--- src/common/dtf_defs.vh ---
// Constants for the debug trace FIFO readout block.
// Assumes a 32-bit APB slave; every register takes one aligned word.
`ifndef DTF_DEFS_VH
`define DTF_DEFS_VH

// Register byte offsets
`define DTF_OFF_HIGH 12'h000
`define DTF_OFF_LOW 12'h004
`define DTF_OFF_CTRL 12'h008
`define DTF_OFF_STAT 12'h00c

// Control register fields
`define DTF_CTRL_EVONLY 0
`define DTF_CTRL_ARM 1
`define DTF_CTRL_RST 2'h0

// Status register fields
`define DTF_STAT_EMPTY 0
`define DTF_STAT_FULL 1
`define DTF_STAT_ARMED 2
`define DTF_STAT_CNT_LSB 8

// FIFO shape: word width and delay-line depth
`define DTF_WORD_W 16
`define DTF_DEPTH 8

`endif

--- src/dtf_sync2.v ---
// Two-stage synchroniser for a level arriving from outside mclk.
// Assumes the input is a slow level; pulses shorter than a cycle may be lost.
`timescale 1ns/1ps
`default_nettype none
module dtf_sync2 (
    input wire mclk,
    input wire rst_n,
    input wire din,
    output wire dout
);
    reg meta_ff;
    reg sync_ff;

    // First stage only feeds the second stage
    always @(posedge mclk or negedge rst_n) begin
        if (!rst_n) begin
            meta_ff <= 1'b0;
            sync_ff <= 1'b0;
        end else begin
            meta_ff <= din;
            sync_ff <= meta_ff;
        end
    end

    assign dout = sync_ff;
endmodule
`default_nettype wire

--- src/dtf_fifo.v ---
// Flip-flop FIFO with valid/ready on both sides and an occupancy count.
// Assumes one clock; push and pop in one cycle are allowed even when full.
`timescale 1ns/1ps
`default_nettype none
module dtf_fifo #(
    parameter WIDTH = 16,
    parameter DEPTH = 8,
    parameter AW = 3
) (
    input wire mclk,
    input wire rst_n,
    input wire in_valid,
    output wire in_ready,
    input wire [WIDTH-1:0] in_data,
    output wire out_valid,
    input wire out_ready,
    output wire [WIDTH-1:0] out_data,
    output wire [AW:0] count
);
    reg [WIDTH-1:0] mem_ff [0:DEPTH-1];
    reg [AW-1:0] wr_ptr_ff;
    reg [AW-1:0] rd_ptr_ff;
    reg [AW:0] cnt_ff;
    wire do_push;
    wire do_pop;
    integer i;

    // A full FIFO still accepts a word when one leaves in the same cycle
    assign out_valid = (cnt_ff != {(AW+1){1'b0}});
    assign in_ready = (cnt_ff != DEPTH[AW:0]) || out_ready;
    assign do_push = in_valid && in_ready;
    assign do_pop = out_valid && out_ready;
    assign out_data = mem_ff[rd_ptr_ff];
    assign count = cnt_ff;

    // Storage, pointers and count
    always @(posedge mclk or negedge rst_n) begin
        if (!rst_n) begin
            wr_ptr_ff <= {AW{1'b0}};
            rd_ptr_ff <= {AW{1'b0}};
            cnt_ff <= {(AW+1){1'b0}};
            for (i = 0; i < DEPTH; i = i + 1) begin
                mem_ff[i] <= {WIDTH{1'b0}};
            end
        end else begin
            if (do_push) begin
                mem_ff[wr_ptr_ff] <= in_data;
                wr_ptr_ff <= (wr_ptr_ff == DEPTH[AW-1:0] - 1'b1) ? {AW{1'b0}} :
                    wr_ptr_ff + 1'b1;
            end
            if (do_pop) begin
                rd_ptr_ff <= (rd_ptr_ff == DEPTH[AW-1:0] - 1'b1) ? {AW{1'b0}} :
                    rd_ptr_ff + 1'b1;
            end
            if (do_push && !do_pop) begin
                cnt_ff <= cnt_ff + 1'b1;
            end else if (do_pop && !do_push) begin
                cnt_ff <= cnt_ff - 1'b1;
            end
        end
    end
endmodule
`default_nettype wire

--- src/dtf_trace_readout.v ---
// Debug trace FIFO readout: APB slave with high/low byte read ports.
// Assumes trace capture and opcode address come from logic on mclk;
// the external arm pin is asynchronous and is synchronised here.
//
// The implementer's own choices: the APB interface to the registers and the register addresses.
`timescale 1ns/1ps
`default_nettype none
`include "dtf_defs.vh"

// Behaviour
// Reading the high-byte register returns bits 15:8 of the head word.
// Reading the low-byte register returns bits 7:0 of the head word.
// Writes to both byte registers change neither contents nor position.
// Event-only capture stores low byte only; high byte reads zero.
// High-byte reads never move the FIFO.
// Low-byte reads advance the FIFO, except while armed.
// Host reads high byte before low byte for 16-bit entries.
// Host may read low byte repeatedly for 8-bit entries.
// While armed, low-byte reads do not advance the FIFO.
// Host should not read FIFO data while still armed.
// Unarmed low-byte reads store latest opcode address in last location.
// Unarmed, the FIFO is an eight-deep delay line of read samples.
// Host discards eight reads to prime profiling, then uses delayed samples.
module dtf_trace_readout #(
    parameter WIDTH = `DTF_WORD_W,
    parameter DEPTH = `DTF_DEPTH,
    parameter AW = 3
) (
    input wire mclk,
    input wire rst_n,
    input wire psel,
    input wire penable,
    input wire pwrite,
    input wire [11:0] paddr,
    input wire [31:0] pwdata,
    output wire [31:0] prdata,
    output wire pready,
    output wire pslverr,
    input wire trace_valid,
    input wire [WIDTH-1:0] trace_data,
    output wire trace_ready,
    input wire [WIDTH-1:0] opcode_addr,
    input wire arm_pin,
    output wire trace_arm_flag
);
    reg [31:0] prdata_ff;
    reg pready_ff;
    reg pslverr_ff;
    reg arm_ff;
    reg evonly_ff;
    reg [AW:0] cap_left_ff;
    reg pin_prev_ff;
    reg trace_ready_ff;
    reg [31:0] nxt_prdata;
    reg nxt_pslverr;
    reg nxt_arm;
    reg [AW:0] nxt_cap_left;
    wire arm_pin_sync;
    wire xfer_done;
    wire rd_low;
    wire wr_ctrl;
    wire cap_push;
    wire prof_push;
    wire fifo_push;
    wire fifo_pop;
    wire fifo_in_ready;
    wire fifo_out_valid;
    wire [WIDTH-1:0] fifo_head;
    wire [WIDTH-1:0] fifo_in_data;
    wire [AW:0] fifo_cnt;
    wire [AW:0] cnt_next;
    wire fifo_full;

    // Address match helper, shared by read mux and side-effect decode
    function hit;
        input [11:0] addr;
        input [11:0] off;
        begin
            hit = (addr == off);
        end
    endfunction

    // External arm request crosses into mclk first
    dtf_sync2 u_arm_sync (
        .mclk(mclk),
        .rst_n(rst_n),
        .din(arm_pin),
        .dout(arm_pin_sync)
    );

    // Transfer completes at the edge where the master samples pready
    assign xfer_done = psel && penable && pready_ff;
    assign rd_low = xfer_done && !pwrite && hit(paddr, `DTF_OFF_LOW);
    assign wr_ctrl = xfer_done && pwrite && hit(paddr, `DTF_OFF_CTRL);
    assign fifo_full = (fifo_cnt == DEPTH[AW:0]);

    // Capture path: trigger logic fills only while armed, stalled by trace_ready
    assign cap_push = arm_ff && trace_valid && trace_ready_ff;
    // Unarmed low reads sample the opcode address into the tail
    assign prof_push = rd_low && !arm_ff;
    assign fifo_push = cap_push || prof_push;
    // Event-only capture keeps the upper half clear
    assign fifo_in_data = prof_push ? opcode_addr :
        (evonly_ff ? {{(WIDTH-8){1'b0}}, trace_data[7:0]} : trace_data);

    // Low reads pop unless armed; high reads never pop.
    // While profiling, no pop until eight samples are held, so the
    // ninth read returns the first sample; captured words drain
    // first, counted so that a partial capture cannot stall the refill.
    assign fifo_pop = rd_low && !arm_ff && fifo_out_valid &&
        (fifo_full || cap_left_ff != {(AW+1){1'b0}});

    assign cnt_next = fifo_cnt + {{AW{1'b0}}, fifo_push} - {{AW{1'b0}}, fifo_pop};

    dtf_fifo #(
        .WIDTH(WIDTH),
        .DEPTH(DEPTH),
        .AW(AW)
    ) u_fifo (
        .mclk(mclk),
        .rst_n(rst_n),
        .in_valid(fifo_push),
        .in_ready(fifo_in_ready),
        .in_data(fifo_in_data),
        .out_valid(fifo_out_valid),
        .out_ready(fifo_pop),
        .out_data(fifo_head),
        .count(fifo_cnt)
    );

    // Read mux and error answer; writes to byte ports are dropped
    always @* begin
        nxt_prdata = 32'h0000_0000;
        nxt_pslverr = 1'b0;
        if (hit(paddr, `DTF_OFF_HIGH)) begin
            if (!pwrite) begin
                nxt_prdata[7:0] = fifo_head[15:8];
            end
        end else if (hit(paddr, `DTF_OFF_LOW)) begin
            if (!pwrite) begin
                nxt_prdata[7:0] = fifo_head[7:0];
            end
        end else if (hit(paddr, `DTF_OFF_CTRL)) begin
            nxt_prdata[`DTF_CTRL_EVONLY] = evonly_ff;
            nxt_prdata[`DTF_CTRL_ARM] = arm_ff;
        end else if (hit(paddr, `DTF_OFF_STAT)) begin
            nxt_prdata[`DTF_STAT_EMPTY] = !fifo_out_valid;
            nxt_prdata[`DTF_STAT_FULL] = fifo_full;
            nxt_prdata[`DTF_STAT_ARMED] = arm_ff;
            nxt_prdata[`DTF_STAT_CNT_LSB+AW:`DTF_STAT_CNT_LSB] = fifo_cnt;
        end else begin
            nxt_pslverr = 1'b1;
        end
        if (pwrite) begin
            nxt_prdata = 32'h0000_0000;
        end
    end

    // Arm flag: software or pin sets it, filling clears it.
    // A set in the same cycle as the fill wins so an arm is never lost.
    always @* begin
        nxt_arm = arm_ff;
        if (arm_ff && cap_push && cnt_next == DEPTH[AW:0]) begin
            nxt_arm = 1'b0;
        end
        if (wr_ctrl) begin
            nxt_arm = pwdata[`DTF_CTRL_ARM];
        end
        if (arm_pin_sync && !pin_prev_ff) begin
            nxt_arm = 1'b1;
        end
    end

    // Captured words still queued; each unarmed pop retires one.
    // Capture needs arm and pop needs no arm, so both never coincide.
    always @* begin
        nxt_cap_left = cap_left_ff;
        if (cap_push) begin
            nxt_cap_left = cap_left_ff + 1'b1;
        end else if (fifo_pop && cap_left_ff != {(AW+1){1'b0}}) begin
            nxt_cap_left = cap_left_ff - 1'b1;
        end
    end

    // Bus answer: one wait state, pready rises the cycle after penable
    always @(posedge mclk or negedge rst_n) begin
        if (!rst_n) begin
            prdata_ff <= 32'h0000_0000;
            pready_ff <= 1'b0;
            pslverr_ff <= 1'b0;
        end else if (psel && penable && !pready_ff) begin
            prdata_ff <= nxt_prdata;
            pready_ff <= 1'b1;
            pslverr_ff <= nxt_pslverr;
        end else begin
            prdata_ff <= 32'h0000_0000;
            pready_ff <= 1'b0;
            pslverr_ff <= 1'b0;
        end
    end

    // Control state and capture back-pressure
    always @(posedge mclk or negedge rst_n) begin
        if (!rst_n) begin
            arm_ff <= 1'b0;
            evonly_ff <= 1'b0;
            cap_left_ff <= {(AW+1){1'b0}};
            pin_prev_ff <= 1'b0;
            trace_ready_ff <= 1'b0;
        end else begin
            arm_ff <= nxt_arm;
            cap_left_ff <= nxt_cap_left;
            pin_prev_ff <= arm_pin_sync;
            if (wr_ctrl) begin
                evonly_ff <= pwdata[`DTF_CTRL_EVONLY];
            end
            // Ready only while armed with room left after this cycle
            trace_ready_ff <= nxt_arm && (cnt_next < DEPTH[AW:0]) && fifo_in_ready;
        end
    end

    assign prdata = prdata_ff;
    assign pready = pready_ff;
    assign pslverr = pslverr_ff;
    assign trace_ready = trace_ready_ff;
    assign trace_arm_flag = arm_ff;
endmodule
`default_nettype wire

--- config.mk ---
export PLATFORM = sky130hd
export DESIGN_NAME = dtf_trace_readout
export DESIGN_NICKNAME = d
export VERILOG_FILES = /design/src/dtf_sync2.v /design/src/dtf_fifo.v /design/src/dtf_trace_readout.v
export VERILOG_INCLUDE_DIRS = /design/src /design/src/common
export SDC_FILE = /design/constraint.sdc
export NUM_CORES = 1
export LEC_CHECK = 0
export BUFFER_PORTS_ARGS = -buffer_cell sky130_fd_sc_hd__buf_4
export CAP_MARGIN = 5
export CORE_MARGIN = 3
export CORE_UTILIZATION = 40
export CTS_CLUSTER_DIAMETER = 50
export DETAILED_ROUTE_END_ITERATION = 12
export PLACE_DENSITY_LB_ADDON = 0.15
export SLEW_MARGIN = 0
export SYNTH_ARGS = -nofsm -noshare
export SYNTH_HDL_FRONTEND = slang
export SYNTH_SLANG_ARGS = --single-unit
--- constraint.sdc ---
create_clock -name mclk -period 6.75 [get_ports mclk]
set_input_delay 1.35 -clock mclk [delete_from_list [all_inputs] [get_ports mclk]]
set_output_delay 1.35 -clock mclk [all_outputs]
set_load 0.02 [all_outputs]
==> impl_metrics.json, run 1 <==
{
  "hpwl_um": 11400,
  "synthSimpleGateAreaFrac_pct": 6.65,
  "power.total_mw": 2.03,
  "synth_xor_area_share_pct": 0.753,
  "synthesis.area_um2": 8150,
  "wirelength_um": 18200,
  "initial_core_util_pct": 41.3,
  "first_global_vias": 5159,
  "synthCells": 556,
  "drive_above_1_share_pct": 47.8,
  "power.density_nw_per_um2": 215,
  "cts_made_buffers": 17,
  "hold_viol_final": 0,
  "htreeDepth": 4,
  "grt_pass1_wl_um": 28900,
  "critPathTopFamily": "simple AND/OR/NAND/NOR gates",
  "synth_warnings": 0,
  "die_width_um": 149,
  "via_count": 4738,
  "antenna_found_initial": 0,
  "setup_slack_ns": 2.47,
  "synth.area.mux_share_pct": 32.9,
  "holdBufCountCts": 0,
  "setup_viol": 0,
  "period_share_pct": 63.4,
  "synth_flop_cell": "dfrtp_1",
  "clockBufferDepth": 2,
  "grt_max_degree": 115,
  "multi_input_comb_area_um2": 3830,
  "status": "completed",
  "cpPeakStageDelay_ns": 0.67,
  "clkTransAtPathRegs_ns": 0.06,
  "row_count": 51,
  "grt_use_total_pct": 17.2,
  "irDropWorstVdd_mv": 0.159,
  "n_fill_cell": 1708,
  "die_y_um": 149,
  "post-cts-setup-buffer-count": 0,
  "fin_skew_ns": 0.00887,
  "grt_setup_unrepaired": "false",
  "synthArstFlopShare_pct": 100,
  "synth_fa_ha_area_share_pct": 3.04,
  "clock.fmax_mhz": 234,
  "fin_cells": 907,
  "placed_cells": 875,
  "critical-path-slowest-cell": "nor4_4",
  "p_int_mw": 1.56,
  "cp.required_ns": 7.05,
  "ant_nets": 0,
  "cp-end-kind": "register",
  "path_class": "in2reg",
  "crit_chain": "buf_4 -> nor4_2 -> nand4_1 -> nor4_4 -> ha_1 -> inv_1 -> ha_1 -> a21o_1 -> a21oi_1 -> xor2_1 -> and4b_1 -> o21ai_0",
  "overflow": 0,
  "syn_to_final_growth_pct": 15.9,
  "clk-insertion-delay-late_ns": 0.43,
  "cts_tree": "done",
  "top_level_ports": 119,
  "pwr-share-clk_pct": 48.2,
  "swShare_pct": 23.3,
  "synth_seq_cells": 162,
  "startpoint_type": "primary input",
  "cts-root-buf": "clkbuf_16",
  "cpMostUsedCell": "ha_1",
  "post-route-min-period_ns": 4.28,
  "cts-resized-gates": 0,
  "slew_headroom_pct": 29.8,
  "hp-class": "reg2reg",
  "power_frac_seq_pct": 47.9,
  "regArea_um2": 4060,
  "ys_seq_area_share_pct": 49.8,
  "diodes": 0,
  "maxSlewViolCount": 0,
  "drt_first_pass_iters": 4,
  "synth_cell_types": 56,
  "nets": 730,
  "io_buffers": 68,
  "clkSinkCount": 162,
  "synth_compound_area_share_pct": 2.80,
  "drc_errors": 0,
  "syn_area_per_cell_um2": 14.7,
  "critPathBufInv": 2,
  "wl_per_cell_um": 20.0,
  "drt-initial-drc-count": 169,
  "crit_arrival_ns": 4.58,
  "setup_tns_ns": 0,
  "cap_violations": 0,
  "coreArea_um2": 19700,
  "place_worst_setup_slack_ns": 2.05,
  "combPwrFrac_pct": 3.9,
  "synth_edf_count": 0,
  "switching_power_mw": 0.474,
  "p_leak_nw": 4.51,
  "dieArea_um2": 22100,
  "cp_max_fo": 7,
  "worst_pin_slew_ns": 1.05,
  "place_congestion": 0.804,
  "routed_via_density": 5.22,
  "synth_top_family_by_area": "multiplexers"
}
==> cells by family (layout without fill, tap and decap cells) <==
logic type                 Yosys count  after routing
AOI/OAI and AO/OA                   31             31
xor gates and xnor gates             7              7
adders and majority gates           18             18
buffers and inverters               53            120
DFF                                162            162
muxes                              207            207
other                                1             20
and+or+nand+nor                     77             77
==> worst paths after layout <==
path	startpoint	slack (ns)	cells past startpoint	end
setup / recovery	paddr[5]	2.47	12	trace_arm_flag
hold / removal	u_arm_sync.meta_ff	0.35	0	u_arm_sync.dout
setup reg to reg	u_fifo.count[2]	3.39	13	trace_arm_flag
hold reg to reg	u_arm_sync.meta_ff	0.35	0	u_arm_sync.dout
max in group asynchronous	rst_n	4.34	2	u_fifo.rd_ptr_ff[0]
min in group asynchronous	rst_n	1.09	1	u_arm_sync.dout
==> flip-flops by register name, indices dropped and copies added, names as in the netlist, 3 cells and up <==
| signal | count |
|---|---|
| cap_left_ff | 4 |
| prdata | 12 |
| u_fifo.count | 4 |
| u_fifo.mem_ff | 128 |
| u_fifo.rd_ptr_ff | 3 |
| u_fifo.wr_ptr_ff | 3 |
==> layout make-up <==
type                       count  share of cell area, %
inverter                      11                  0.437
sequential                   162                   42.9
clock buffer                  17                   4.51
clock inverter                15                   1.84
tap                          265                   3.51
multi-input combinational    360                   40.6
timing repair buffer          77                   6.16
==> per-stage QoR <==
step | hold WS [ns] | utilization [%] | cell area (um^2)
after floorplan | 0.331 | - | 8220
after global placement | 0.347 | 44.9 | 8840
after detailed placement | 0.343 | 44.9 | 8840
after CTS | 0.352 | 47.9 | 9440
after global routing | 0.361 | 47.9 | 9440
final | 0.349 | 47.9 | 9440
==> synthesized netlist by cell type, types with 3 or more instances <==
cell / n / area, um^2
o21ai_0: 4 / 20.0
mux2_1: 7 / 78.8
buf_6: 5 / 56.3
and2_1: 7 / 43.8
inv_1: 10 / 37.5
ha_1: 15 / 188
mux2_2: 139 / 1570
nor3_1: 7 / 35.0
fa_1: 3 / 60.1
a21o_1: 3 / 22.5
mux2i_1: 21 / 210
a21oi_1: 6 / 30.0
mux2_4: 10 / 150
mux4_2: 30 / 676
a2111oi_0: 3 / 26.3
nor2_1: 14 / 52.6
and3_1: 3 / 18.8
buf_2: 12 / 60.1
buf_4: 21 / 158
nor2b_1: 11 / 68.8
o22ai_1: 6 / 37.5
dfrtp_1: 162 / 4050
nand3_1: 4 / 20.0
nand2_1: 7 / 26.3
xnor2_1: 5 / 43.8
==> per-layer routing <==
metal,up-vias,track usage [%],routed length (um)
met5,-,0,0
met1,2451,22.2,8010
met4,0,5.45,381
li1,2161,-,-
met3,21,3.87,847
met2,105,28.9,8930
==> power groups by stage <==
stage	clock network [mW]	registers (mW)	logic (mW)
floorplan	0	0.992	0.0364
global placement	0	0.991	0.0793
detailed placement	0	0.991	0.0815
CTS	1.01	0.973	0.0818
global route	1.04	0.972	0.0898
finish	0.979	0.973	0.0802
==> layout by cell type (no fill, tap or decap), types with 3 or more instances in the layout <==
cell type	n
a21oi_1	6
buf_4	76
inv_8	3
mux2_4	10
fa_1	3
inv_6	3
mux4_2	30
mux2_1	7
xnor2_1	5
dfrtp_1	161
o21ai_0	4
inv_1	10
conb_1	20
nand3_1	4
nor2b_1	11
mux2_2	139
a21o_1	3
a2111oi_0	3
nor3_1	7
and2_1	7
nor2_1	14
and3_1	3
o22ai_1	6
nand2_1	7
clkinvlp_4	3
mux2i_1	21
ha_1	15
clkinv_4	3
clkbuf_16	17
No activity file was read; power rests on OpenSTA's default activity.
==> run 2, diff against run 1 <==
--- a/config.mk
+++ b/config.mk
@@ -6,6 +6,7 @@
 export SDC_FILE = /design/constraint.sdc
 export NUM_CORES = 1
 export LEC_CHECK = 0
+export ABC_AREA = 1
 export BUFFER_PORTS_ARGS = -buffer_cell sky130_fd_sc_hd__buf_4
 export CAP_MARGIN = 5
 export CORE_MARGIN = 3
==> constraint.sdc (replaced) <==
create_clock -name mclk -period 4.1 [get_ports mclk]
set_input_delay 0.82 -clock mclk [delete_from_list [all_inputs] [get_ports mclk]]
set_output_delay 0.82 -clock mclk [all_outputs]
set_load 0.02 [all_outputs]
==> run 2 against run 1 <==
Against the previous run: sequential share of layout area is 3.1 points lower; synthesized area is 9.4% higher; critical path type unchanged; critical endpoint is now u_fifo.count[3]; synthesized cell count is 110% higher; critical path depth is 4 higher.
==> impl_metrics.json, run 2 <==
{
  "status": "completed",
  "synth_warnings": 0,
  "drt-initial-drc-count": 804,
  "irDropWorstVdd_mv": 0.228,
  "coreArea_um2": 21500,
  "drt_first_pass_iters": 5,
  "hold_depth": 0,
  "n_fill_cell": 2224,
  "synth_edf_count": 0,
  "cts-root-buf": "clkbuf_16",
  "top_level_ports": 119,
  "swShare_pct": 25.4,
  "ant_nets": 0,
  "clkTransAtPathRegs_ns": 0.08,
  "drc_errors": 0,
  "post-cts-setup-buffer-count": 0,
  "worst_pin_slew_ns": 0.814,
  "synth_seq_cells": 162,
  "row_count": 53,
  "post-route-min-period_ns": 3.27,
  "pwr-share-clk_pct": 46.3,
  "cap_violations": 0,
  "reg2reg_to": "u_fifo.count[3]",
  "startpoint_type": "primary input",
  "cp_max_fo": 19,
  "combPwrFrac_pct": 5.4,
  "netlist.area_leader.share_pct": 45.5,
  "die_width_um": 155,
  "clockBufferDepth": 2,
  "first_global_vias": 7342,
  "grt_setup_unrepaired": "false",
  "holdBufCountCts": 0,
  "synth_largest_area_cell": "dfrtp_1",
  "drive_above_1_share_pct": 13.6,
  "setup_viol": 0,
  "path_class": "in2reg",
  "ys_seq_area_share_pct": 45.5,
  "via_count": 8025,
  "wirelength_um": 27600,
  "switching_power_mw": 0.882,
  "clkSinkCount": 162,
  "cts-resized-gates": 0,
  "power.density_nw_per_um2": 341,
  "cp-end-kind": "register",
  "setup_tns_ns": 0,
  "antenna_found_initial": 0,
  "cts_tree": "done",
  "grt_use_total_pct": 23.1,
  "synth.area.top_cells": "dfrtp_1 (45%), nand2_1 (19%), nand4_1 (10%)",
  "grt_max_degree": 138,
  "period_share_pct": 79.8,
  "setup_slack_ns": 0.827,
  "dieArea_um2": 24100,
  "largest_reg_flops": 128,
  "final_cell_mix": "nand2_1 (447), dfrtp_1 (161), nand4_1 (146)",
  "layout_commonest_cell": "nand2_1",
  "synthesis.area_um2": 8910,
  "cts_made_buffers": 17,
  "clock.fmax_mhz": 306,
  "cp.required_ns": 4.41,
  "diodes": 0,
  "power_frac_seq_pct": 48.3,
  "slew_headroom_pct": 45.7,
  "synth_common_cells": "nand2_1 (447), dfrtp_1 (162), nand4_1 (146)",
  "synth_flop_cell": "dfrtp_1",
  "hold_start": "u_arm_sync.meta_ff",
  "max_flop_register": "u_fifo.mem_ff",
  "wl_per_cell_um": 18.7,
  "place_congestion": 0.798,
  "hold-path-endpoint": "u_arm_sync.dout",
  "r2r-start": "trace_arm_flag",
  "overflow": 0,
  "maxSlewViolCount": 0,
  "die_y_um": 155,
  "crit_arrival_ns": 3.58,
  "initial_core_util_pct": 41.5,
  "hpwl_um": 16900,
  "syn_area_per_cell_um2": 7.75,
  "p_int_mw": 2.59,
  "place_worst_setup_slack_ns": 0.367,
  "synthArstFlopShare_pct": 100,
  "grt_pass1_wl_um": 43500,
  "io_buffers": 68,
  "p_leak_nw": 5.19,
  "syn_to_final_growth_pct": 14.1,
  "hp-class": "reg2reg",
  "htreeDepth": 4,
  "fin_skew_ns": 0.0131,
  "routed_via_density": 5.43,
  "clk-insertion-delay-late_ns": 0.43,
  "synth_cell_types": 36,
  "synth_most_common_cell": "nand2_1",
  "r2r_cells": 15,
  "hold_viol_final": 0,
  "nets": 1292,
  "r2r_slack_ns": 1.20,
  "synthCells": 1150
}
run 2: changes by cell type after synthesis, sizes merged, moves of 33 or more:
cell	previous run	this run
nand4	2	146
mux2	156	1
nand2	8	448
nor2	16	49
nand3	5	103
run 2: layout make-up:
| cell class | instances | area [um^2] | share of cell area [%] |
|---|---|---|---|
| clock buffers | 19 | 443 | 4.35 |
| flip-flops and latches | 162 | 4060 | 39.9 |
| inverters | 42 | 158 | 1.55 |
| repair buffers | 102 | 807 | 7.93 |
| well taps | 275 | 344 | 3.38 |
| multi-input cells | 866 | 4230 | 41.6 |
| clock inverters | 13 | 136 | 1.34 |
run 2: worst max path at each step:
| stage | start | endpoint | slack [ns] |
|---|---|---|---|
| floorplan | paddr[1] | trace_ready | 0.90 |
| global placement | paddr[1] | trace_ready | 0.44 |
| detailed placement | paddr[1] | u_fifo.count[3] | 0.37 |
| CTS | paddr[1] | u_fifo.count[3] | 0.83 |
| global route | paddr[1] | u_fifo.count[3] | 0.53 |
| finish | paddr[1] | u_fifo.count[3] | 0.83 |
run 2: worst max-delay path, stage by stage:
cell,delay (ns)
buf_4,0.11
nor2_1,0.20
inv_2,0.12
nor2_8,0.27
nand3_4,0.30
o21bai_4,0.24
nand2_1,0.17
inv_1,0.19
ha_1,0.21
inv_1,0.09
ha_1,0.32
a21oi_1,0.14
o21ai_0,0.12
xor2_1,0.15
nand2_1,0.06
o21ai_0,0.07
run 2: cell families after synthesis:
logic type	Yosys count	share of synthesized area [%]
flip-flops	162	45.5
adder cells (fa/ha/maj)	18	2.78
other	1	0.0421
AND/OR/NAND/NOR	765	39.2
buffers and inverters	141	8.32
multiplexers	1	0.126
XOR/XNOR	7	0.688
AO/OA/AOI/OAI	55	3.37
run 2: metal layers:
metal	share of wire, %	GRT usage (%)	vias up
li1	-	-	3893
met1	47	34.6	3904
met2	47	36.0	214
met3	5.1	3.20	14
met4	0.93	4.63	0
met5	0	0	-
run 2: power groups by stage:
stage               Combinational [mW]  Clock [mW]  Sequential, mW
floorplan                       0.0975           0            1.70
global placement                 0.188           0            1.70
detailed placement               0.191           0            1.70
CTS                              0.191        1.64            1.67
global route                     0.213        1.70            1.68
finish                           0.188        1.61            1.67
run 2: per-stage QoR:
stage               cells  area [um^2]  hold WS, ns  util, %  power [mW]
finish               1479        10200        0.353     47.3        3.47
global route         1479        10200        0.362     47.3        3.59
CTS                  1479        10200        0.355     47.3        3.51
detailed placement   1447         9590        0.337     44.6        1.89
global placement     1447         9590        0.340     44.6        1.89
floorplan            1169         8980        0.331        -        1.80
